--- src/cdr_pkg.sv ---
package cdr_pkg;

    // ------------------------------------------------------------
    // Register map and fields
    // ------------------------------------------------------------
    localparam logic [2:0] SUB_REF_CTRL    = 3'h0;
    localparam logic [2:0] SUB_ACQ_CTRL    = 3'h1;
    localparam logic [2:0] SUB_STATUS      = 3'h2;
    localparam logic [2:0] SUB_TOP         = 3'h7;
    localparam logic [7:0] SUB_COUNT       = 8'h08;
    localparam logic [7:0] REG_RESET       = 8'h00;
    localparam int         LTR_BIT         = 0;
    localparam int         FINE_BIT        = 1;
    localparam int         RATIO_LSB       = 2;
    localparam int         RANGE_LSB       = 6;
    localparam int         ACQ_RESTART_BIT = 5;
    localparam int         STS_ACQ_BIT     = 0;
    localparam int         STS_LOCKED_BIT  = 1;

    // ------------------------------------------------------------
    // Serial port constants
    // ------------------------------------------------------------
    localparam logic       ADDR_MSB_VALUE  = 1'b1;
    localparam logic [4:0] ADDR_LOW_VALUE  = 5'h00;
    localparam logic [3:0] BYTE_BITS       = 4'h8;

    typedef enum logic [8:0] {
        ST_IDLE     = 9'h001,
        ST_ADDR     = 9'h002,
        ST_ACK_ADDR = 9'h004,
        ST_SUB      = 9'h008,
        ST_ACK_SUB  = 9'h010,
        ST_WRITE    = 9'h020,
        ST_ACK_WR   = 9'h040,
        ST_READ     = 9'h080,
        ST_READ_ACK = 9'h100
    } i2c_state_t;

    typedef enum logic [2:0] {
        LK_FREE   = 3'h1,
        LK_ACQ    = 3'h2,
        LK_LOCKED = 3'h4
    } lock_state_t;

    // Pointer advance that sticks at the top register
    function automatic logic [2:0] next_sub(input logic [2:0] p);
        return (p == SUB_TOP) ? p : p + 3'h1;
    endfunction

endpackage

--- src/cdr_i2c_slave_reference_clock_in_ctrl.sv ---
// Notes on behaviour
// - Address msb one, low five bits zero
// - Address bit five follows select pin
// - First byte lsb: one reads, zero writes
// - Start is SDA fall, SCL high; eight bits
// - Bytes travel msb first
// - Matching address acknowledged on ninth pulse
// - Mismatch releases bus, waits for start
// - Second byte is starting register subaddress
// - Subaddress advances after every data byte below top
// - Stray stop forces idle; stray start restarts address phase
// - Invalid subaddress not acknowledged, goes idle
// - Reads past top repeat top register
// - Control bit zero selects lock-to-reference
// - Control bit one enables fine measurement
// - Lock rate set by ratio and range
// - Range field picks reference band, default 00
// - Ratio field n multiplies by two^n
// - Relock to reference after lost lock
module cdr_i2c_slave_reference_clock_in_ctrl
    import cdr_pkg::*;
(
    input  wire logic clk,
    input  wire logic rst_n,
    input  wire logic scl_in,
    input  wire logic sda_in,
    output logic      sda_out,
    output logic      sda_oe,
    input  wire logic addr_bit5_select_pin,
    input  wire logic lock_lost_in,
    output logic      ref_lock_mode,
    output logic      fine_measure_en,
    output logic [1:0] ref_range,
    output logic [3:0] ref_ratio,
    output logic      acquire_start,
    output logic      acquire_request
);

    i2c_state_t state_reg;
    logic [3:0] bit_cnt_reg;
    logic [7:0] shift_reg;
    logic [7:0] tx_reg;
    logic [2:0] ptr_reg;
    logic       rw_reg;
    logic       nack_reg;
    logic [7:0] reg_file [8];
    logic       scl_rise;
    logic       scl_fall;
    logic       start_det;
    logic       stop_det;
    logic       sda_lvl;
    logic       addr_sel;
    logic       own_match;
    logic       byte_end;
    logic       wr_en;
    logic       locked;
    logic [7:0] status;
    logic [7:0] rd_byte;

    // ------------------------------------------------------------
    // Pin conditioning
    // ------------------------------------------------------------
    i2c_line_sync u_sync (
        .clk       (clk),
        .rst_n     (rst_n),
        .scl_in    (scl_in),
        .sda_in    (sda_in),
        .addr_pin  (addr_bit5_select_pin),
        .scl_rise  (scl_rise),
        .scl_fall  (scl_fall),
        .start_det (start_det),
        .stop_det  (stop_det),
        .sda_lvl   (sda_lvl),
        .addr_sel  (addr_sel)
    );

    // Open drain: only ever pulls low
    assign sda_out   = 1'b0;
    assign own_match = (shift_reg[7:1] == {ADDR_MSB_VALUE, addr_sel, ADDR_LOW_VALUE});
    assign byte_end  = scl_fall && (bit_cnt_reg == BYTE_BITS);
    assign wr_en     = (state_reg == ST_WRITE) && byte_end && !start_det && !stop_det;
    assign status    = {6'h00, locked, acquire_request};
    assign rd_byte   = (ptr_reg == SUB_STATUS) ? status : reg_file[ptr_reg];

    // ------------------------------------------------------------
    // Serial protocol engine
    // ------------------------------------------------------------
    always_ff @(posedge clk or negedge rst_n) begin
        if (!rst_n) begin
            state_reg   <= ST_IDLE;
            bit_cnt_reg <= 4'h0;
            shift_reg   <= 8'h00;
            tx_reg      <= 8'h00;
            ptr_reg     <= 3'h0;
            rw_reg      <= 1'b0;
            nack_reg    <= 1'b0;
            sda_oe      <= 1'b0;
        end else if (stop_det) begin
            state_reg <= ST_IDLE;
            sda_oe    <= 1'b0;
        end else if (start_det) begin
            state_reg   <= ST_ADDR;
            bit_cnt_reg <= 4'h0;
            sda_oe      <= 1'b0;
        end else begin
            unique case (state_reg)
                ST_IDLE: begin
                    sda_oe <= 1'b0;
                end
                ST_ADDR, ST_SUB, ST_WRITE: begin
                    if (scl_rise) begin
                        shift_reg   <= {shift_reg[6:0], sda_lvl};
                        bit_cnt_reg <= bit_cnt_reg + 4'h1;
                    end else if (byte_end) begin
                        bit_cnt_reg <= 4'h0;
                        if (state_reg == ST_ADDR) begin
                            rw_reg    <= shift_reg[0];
                            sda_oe    <= own_match;
                            state_reg <= own_match ? ST_ACK_ADDR : ST_IDLE;
                        end else if (state_reg == ST_SUB) begin
                            sda_oe    <= (shift_reg < SUB_COUNT);
                            ptr_reg   <= shift_reg[2:0];
                            state_reg <= (shift_reg < SUB_COUNT) ? ST_ACK_SUB : ST_IDLE;
                        end else begin
                            ptr_reg   <= next_sub(ptr_reg);
                            sda_oe    <= 1'b1;
                            state_reg <= ST_ACK_WR;
                        end
                    end
                end
                ST_ACK_ADDR: begin
                    if (scl_fall) begin
                        bit_cnt_reg <= 4'h0;
                        if (rw_reg) begin
                            tx_reg    <= rd_byte;
                            sda_oe    <= ~rd_byte[7];
                            state_reg <= ST_READ;
                        end else begin
                            sda_oe    <= 1'b0;
                            state_reg <= ST_SUB;
                        end
                    end
                end
                ST_ACK_SUB, ST_ACK_WR: begin
                    if (scl_fall) begin
                        sda_oe      <= 1'b0;
                        bit_cnt_reg <= 4'h0;
                        state_reg   <= ST_WRITE;
                    end
                end
                ST_READ: begin
                    if (scl_rise) begin
                        bit_cnt_reg <= bit_cnt_reg + 4'h1;
                    end else if (byte_end) begin
                        sda_oe    <= 1'b0;
                        ptr_reg   <= next_sub(ptr_reg);
                        state_reg <= ST_READ_ACK;
                    end else if (scl_fall) begin
                        tx_reg <= {tx_reg[6:0], 1'b0};
                        sda_oe <= ~tx_reg[6];
                    end
                end
                ST_READ_ACK: begin
                    if (scl_rise) begin
                        nack_reg <= sda_lvl;
                    end else if (scl_fall) begin
                        bit_cnt_reg <= 4'h0;
                        if (nack_reg) begin
                            state_reg <= ST_IDLE;
                        end else begin
                            tx_reg    <= rd_byte;
                            sda_oe    <= ~rd_byte[7];
                            state_reg <= ST_READ;
                        end
                    end
                end
            endcase
        end
    end

    // ------------------------------------------------------------
    // Register storage
    // ------------------------------------------------------------
    // Status is computed live, so writes to it only land in a shadow
    always_ff @(posedge clk or negedge rst_n) begin
        if (!rst_n) begin
            for (int i = 0; i < 8; i++) begin
                reg_file[i] <= REG_RESET;
            end
        end else if (wr_en) begin
            reg_file[ptr_reg] <= shift_reg;
        end
    end

    // ------------------------------------------------------------
    // Reference clock control
    // ------------------------------------------------------------
    ref_lock_ctrl u_ref (
        .clk             (clk),
        .rst_n           (rst_n),
        .ref_ctrl        (reg_file[SUB_REF_CTRL]),
        .acq_ctrl        (reg_file[SUB_ACQ_CTRL]),
        .lock_lost_in    (lock_lost_in),
        .ref_lock_mode   (ref_lock_mode),
        .fine_measure_en (fine_measure_en),
        .ref_range       (ref_range),
        .ref_ratio       (ref_ratio),
        .acquire_start   (acquire_start),
        .acquire_request (acquire_request),
        .locked          (locked)
    );
endmodule

--- src/i2c_line_sync.sv ---
module i2c_line_sync
    import cdr_pkg::*;
(
    input  wire logic clk,
    input  wire logic rst_n,
    input  wire logic scl_in,
    input  wire logic sda_in,
    input  wire logic addr_pin,
    output logic      scl_rise,
    output logic      scl_fall,
    output logic      start_det,
    output logic      stop_det,
    output logic      sda_lvl,
    output logic      addr_sel
);

    // ------------------------------------------------------------
    // Two-stage synchronisers, third stage for edges
    // ------------------------------------------------------------
    logic [2:0] meta_reg;
    logic [2:0] sync_reg;
    logic [1:0] last_reg;

    always_ff @(posedge clk or negedge rst_n) begin
        if (!rst_n) begin
            meta_reg <= 3'h3;
            sync_reg <= 3'h3;
            last_reg <= 2'h3;
        end else begin
            meta_reg <= {addr_pin, sda_in, scl_in};
            sync_reg <= meta_reg;
            last_reg <= sync_reg[1:0];
        end
    end

    // Bus idles high, so reset values fake no edge
    assign scl_rise  = sync_reg[0] & ~last_reg[0];
    assign scl_fall  = ~sync_reg[0] & last_reg[0];
    assign start_det = sync_reg[0] & last_reg[0] & last_reg[1] & ~sync_reg[1];
    assign stop_det  = sync_reg[0] & last_reg[0] & ~last_reg[1] & sync_reg[1];
    assign sda_lvl   = sync_reg[1];
    assign addr_sel  = sync_reg[2];

endmodule

--- src/ref_lock_ctrl.sv ---
module ref_lock_ctrl
    import cdr_pkg::*;
(
    input  wire logic       clk,
    input  wire logic       rst_n,
    input  wire logic [7:0] ref_ctrl,
    input  wire logic [7:0] acq_ctrl,
    input  wire logic       lock_lost_in,
    output logic            ref_lock_mode,
    output logic            fine_measure_en,
    output logic [1:0]      ref_range,
    output logic [3:0]      ref_ratio,
    output logic            acquire_start,
    output logic            acquire_request,
    output logic            locked
);

    lock_state_t lock_reg;
    logic        lost_meta_reg;
    logic        lost_sync_reg;
    logic        restart_last_reg;
    logic        ltr_last_reg;
    logic        restart_fall;
    logic        ltr_rise;
    logic        relock;

    // ------------------------------------------------------------
    // Mode fields
    // ------------------------------------------------------------
    always_ff @(posedge clk or negedge rst_n) begin
        if (!rst_n) begin
            ref_lock_mode   <= 1'b0;
            fine_measure_en <= 1'b0;
            ref_range       <= 2'h0;
            ref_ratio       <= 4'h0;
        end else begin
            ref_lock_mode   <= ref_ctrl[LTR_BIT];
            fine_measure_en <= ref_ctrl[FINE_BIT];
            ref_range       <= ref_ctrl[RANGE_LSB +: 2];
            ref_ratio       <= ref_ctrl[RATIO_LSB +: 4];
        end
    end

    // ------------------------------------------------------------
    // Acquisition triggers
    // ------------------------------------------------------------
    always_ff @(posedge clk or negedge rst_n) begin
        if (!rst_n) begin
            lost_meta_reg    <= 1'b0;
            lost_sync_reg    <= 1'b0;
            restart_last_reg <= 1'b0;
            ltr_last_reg     <= 1'b0;
        end else begin
            lost_meta_reg    <= lock_lost_in;
            lost_sync_reg    <= lost_meta_reg;
            restart_last_reg <= acq_ctrl[ACQ_RESTART_BIT];
            ltr_last_reg     <= ref_ctrl[LTR_BIT];
        end
    end

    // Software restarts with a one then a zero on the restart bit
    assign restart_fall = restart_last_reg & ~acq_ctrl[ACQ_RESTART_BIT];
    assign ltr_rise     = ~ltr_last_reg & ref_ctrl[LTR_BIT];
    assign relock       = (lock_reg == LK_LOCKED) & lost_sync_reg;

    always_ff @(posedge clk or negedge rst_n) begin
        if (!rst_n) begin
            acquire_start <= 1'b0;
        end else begin
            acquire_start <= ref_ctrl[LTR_BIT] & (restart_fall | ltr_rise | relock);
        end
    end

    // ------------------------------------------------------------
    // Lock tracking
    // ------------------------------------------------------------
    always_ff @(posedge clk or negedge rst_n) begin
        if (!rst_n) begin
            lock_reg <= LK_FREE;
        end else if (!ref_ctrl[LTR_BIT]) begin
            lock_reg <= LK_FREE;
        end else begin
            unique case (lock_reg)
                LK_FREE:   lock_reg <= LK_ACQ;
                LK_ACQ:    lock_reg <= lost_sync_reg ? LK_ACQ : LK_LOCKED;
                LK_LOCKED: lock_reg <= (restart_fall | relock) ? LK_ACQ : LK_LOCKED;
                default:   lock_reg <= LK_FREE;
            endcase
        end
    end

    assign acquire_request = (lock_reg == LK_ACQ);
    assign locked          = (lock_reg == LK_LOCKED);
endmodule

--- config.mk ---
export PLATFORM = sky130hd
export DESIGN_NAME = cdr_i2c_slave_reference_clock_in_ctrl
export DESIGN_NICKNAME = d
export VERILOG_FILES = /design/src/cdr_pkg.sv /design/src/cdr_i2c_slave_reference_clock_in_ctrl.sv /design/src/i2c_line_sync.sv /design/src/ref_lock_ctrl.sv
export SDC_FILE = /design/constraint.sdc
export NUM_CORES = 1
export LEC_CHECK = 0
export BUFFER_PORTS_ARGS = -buffer_cell sky130_fd_sc_hd__buf_2
export CELL_PAD_IN_SITES_DETAIL_PLACEMENT = 1
export CELL_PAD_IN_SITES_GLOBAL_PLACEMENT = 1
export CORE_AREA = 2 2 151 79
export CTS_BUF_LIST = sky130_fd_sc_hd__clkbuf_4 sky130_fd_sc_hd__clkbuf_8 sky130_fd_sc_hd__clkbuf_16
export CTS_CLUSTER_DIAMETER = 150
export DETAILED_ROUTE_END_ITERATION = 8
export DIE_AREA = 0 0 153 81
export PLACE_DENSITY_LB_ADDON = 0.05
export SYNTH_ARGS = -nofsm -noshare
export SYNTH_HDL_FRONTEND = slang
export SYNTH_SLANG_ARGS = --single-unit
--- constraint.sdc ---
create_clock -name clk -period 4.9 [get_ports clk]
set_clock_uncertainty 0.2 [all_clocks]
set_input_delay 0.245 -clock clk [delete_from_list [all_inputs] [get_ports clk]]
set_output_delay 0.245 -clock clk [all_outputs]
set_load 0.1 [all_outputs]
==> results by group <==
Run status
  – Outcome: complete, no violations

Clocking
  – Cts repair resizes: 0
  – CTS tree: yes
  – CTS Hold Bufs: 5
  – Setup Fix Bufs, Post-CTS: 0
  – Clk Latency, worst-skew pair: 0.43 ns
  – CTS Root Cell: clkbuf_16
  – Worst-path clk slew: 0.06 ns
  – Clock Path Buffers: 2
  – H-tree level count: 4
  – Sink Count: 121
  – TritonCTS buffer count: 17

Layout
  – Max reg flops: 64
  – Area delta synth->final: 14.0%
  – Post-Layout Cell Count: 694
  – Proportion of layout cells with a drive suffix above 1: 30.7%
  – Finished Cell Area: 6820 µm²
  – Nets: 541
  – Fin util: 60.3%
  – # diodes: 0
  – FILL cells: 1156

Route
  – Drt first pass iters: 5
  – Post-Route WL: 17000 µm
  – Vias: 4363
  – Iter 0 DRT Violations: 410
  – # DRC: 0
  – Vias per cell: 6.29
  – Wire length per cell: 24.5 µm
  – Post-route ant nets: 0

GRT
  – Vias in the first global route: 4497
  – Remaining Overflow, GRT: 0
  – Gr busiest metal: met1
  – Grt met3 use: 9.02%
  – Initial antenna violation count: 0
  – Largest net degree at the start of global routing: 60
  – GR Layer Usage met1: 44.6%
  – First-pass GRT wire length: 26600 µm
  – Met2 GRT Util: 41.2%
  – GRT Total Usage: 29.4%

Place
  – Dpl cells: 657
  – Dpl hpwl: 11700 µm
  – Port-buffer cells: 16
  – Gpl congestion: 0.979
  – Place WS: 1.74 ns
  – Dpl cell area: 6160 µm²

Worst hold path
  – Hold/Removal Path Class: primary input to asynchronous set/reset pin

Critical path
  – Critical path fanouts, max: 16
  – Worst setup EP type: flop
  – Crit path arrival time: 3.41 ns
  – Worst path required time: 5.00 ns
  – Critical path's top delay family: simple AND/OR/NAND/NOR gates
  – Slowest CP cell: dfrtp_1
  – Crit Path Class: flop to flop
  – R2r setup slk: 1.60 ns
  – Crit start category: flop
  – CP Cell Sequence: nor4_2 -> nand4b_1 -> o32ai_1 -> nand3_2 -> a31oi_1 -> a21oi_1
  – CP peak stage delay: 0.59 ns
  – Buf/Inv on CP: 0

Timing
  – Finish-stage setup viols: 0
  – Minimum clock period: 3.30 ns
  – Hold violation total from the final report: 0
  – Pin slew with the least headroom to its limit: 1.10 ns
  – Setup TNS: 0 ns
  – Max Fclk: 303 MHz
  – Fin crit share: 67.4%
  – RSZ-0062 raised after global routing: false
  – Final hold slack: 0.0994 ns
  – Max-slew violations: 0
  – Slew headroom: 26.2%
  – Final WS setup: 1.60 ns

Floorplanning
  – Initial Util: 52.9%
  – IO Pins: 18
  – Chip width: 153 µm
  – Cell Rows: 28
  – Core area: 11300 µm²
  – Die ar.: 12400 µm²
  – Die height: 81 µm

Pwr
  – Worst IR Drop VDD: 0.000213 V
  – Pleak: 3.12 nW
  – Power density cells: 432 nW/µm²
  – Final Power: 2.95 mW

Synth
  – Netlist Area Pre-Place: 5990 µm²
  – Cell count after synthesis: 515
  – Syn nets: 525
  – Synth async-reset ratio: 100%
  – Seq/Total Area, Yosys: 50.8%
  – Number of synthesized flops with an enable pin: 0
  – Synth cell types: 69
  – Post-synth top flop: dfrtp_1
  – Yosys synthesis warning count: 0
  – Mean Syn Cell Area: 11.6 µm²
  – Synthesized flop and latch total: 121

Job
  – Max cap viols: 0
worst register-to-register path: stages, from the launching register on:
cell and delay (ns):
dfrtp_1 0.59, nor4_2 0.57, nand4b_1 0.59, o32ai_1 0.55
nand3_2 0.33, a31oi_1 0.26, a21oi_1 0.09
routing by layer:
metal  share of wire, %  vias up
li1                   -     1927
met1                 51     2265
met2                 41      157
met3                7.2       14
met4               0.48        0
met5                  0        -
placed cells by master (no fill, tap or decap), types with 4 or more instances in the layout:
| master | count |
|---|---|
| ha_1 | 4 |
| nor2_1 | 27 |
| and4b_1 | 4 |
| mux4_2 | 4 |
| nand2_1 | 32 |
| buf_4 | 8 |
| clkbuf_16 | 17 |
| a21oi_1 | 28 |
| buf_2 | 15 |
| a31oi_1 | 10 |
| nand3_1 | 16 |
| o21ai_0 | 22 |
| dlygate4sd3_1 | 5 |
| nand2b_1 | 7 |
| a22oi_1 | 5 |
| xor2_1 | 5 |
| and3_1 | 4 |
| inv_1 | 11 |
| mux2i_1 | 10 |
| nor4_1 | 5 |
| nand3_2 | 4 |
| nand3b_1 | 4 |
| mux2_2 | 82 |
| dfrtp_1 | 113 |
| nor2b_1 | 7 |
| dfstp_2 | 8 |
| clkinv_4 | 4 |
cell families after synthesis:
logic type,share of synthesized area [%]
multiplexers,19.2
buffers and inverters,3.14
adder cells (fa/ha/maj),0.836
AND/OR/NAND/NOR,14.2
AO/OA/AOI/OAI,11.1
flip-flops,50.8
XOR/XNOR,0.732
other,0.0626
where the power goes:
group          internal (mW)  switching [mW]  total, mW
Clock                  0.815           0.487       1.30
Combinational          0.166           0.314      0.481
Sequential              1.05           0.116       1.16
path summary, 6_finish.rpt:
kind / start / cells past startpoint / end
setup / recovery: state_reg[2]$_DFFE_PN0P_ / 6 / tx_reg[2]$_DFFE_PN0P_
hold / removal: rst_n / 2 / reg_file[60]$_DFFE_PN0P_
setup reg to reg: state_reg[2]$_DFFE_PN0P_ / 6 / tx_reg[2]$_DFFE_PN0P_
hold reg to reg: u_sync.meta_reg[2]$_DFF_PN0_ / 0 / u_sync.sync_reg[2]$_DFF_PN0_
max in group asynchronous: rst_n / 3 / reg_file[49]$_DFFE_PN0P_
min in group clk: u_sync.meta_reg[2]$_DFF_PN0_ / 0 / u_sync.sync_reg[2]$_DFF_PN0_
synthesized netlist by cell type (4+ instances only):
master / number / share of area [%]
mux2i_1: 10 / 1.7
dfrtp_1: 113 / 47
nand3b_1: 4 / 0.50
nor4_1: 5 / 0.52
xor2_1: 5 / 0.73
inv_1: 11 / 0.69
a21oi_1: 28 / 2.3
nor2_1: 27 / 1.7
buf_2: 5 / 0.42
clkbuf_1: 17 / 1.1
ha_1: 4 / 0.84
nand2b_1: 7 / 0.73
and4b_1: 4 / 0.67
buf_1: 4 / 0.25
nand3_2: 4 / 0.67
mux4_2: 4 / 1.5
a31oi_1: 10 / 1.0
nand3_1: 16 / 1.3
nor2b_1: 7 / 0.73
a22oi_1: 5 / 0.63
o21ai_0: 22 / 1.8
dfstp_2: 8 / 3.5
nand2_1: 32 / 2.0
and3_1: 4 / 0.42
mux2_2: 82 / 15
final cells by class:
type	instances	area, µm²	area share [%]
Clock inverter	13	170	2.49
Sequential cell	121	3040	44.5
Timing Repair Buffer	28	185	2.71
Inverter	11	41.3	0.605
Multi-Input combinational cell	352	2760	40.5
Clock buffer	19	440	6.46
Tap cell	150	188	2.75
Power figures use the tool's default switching activity.
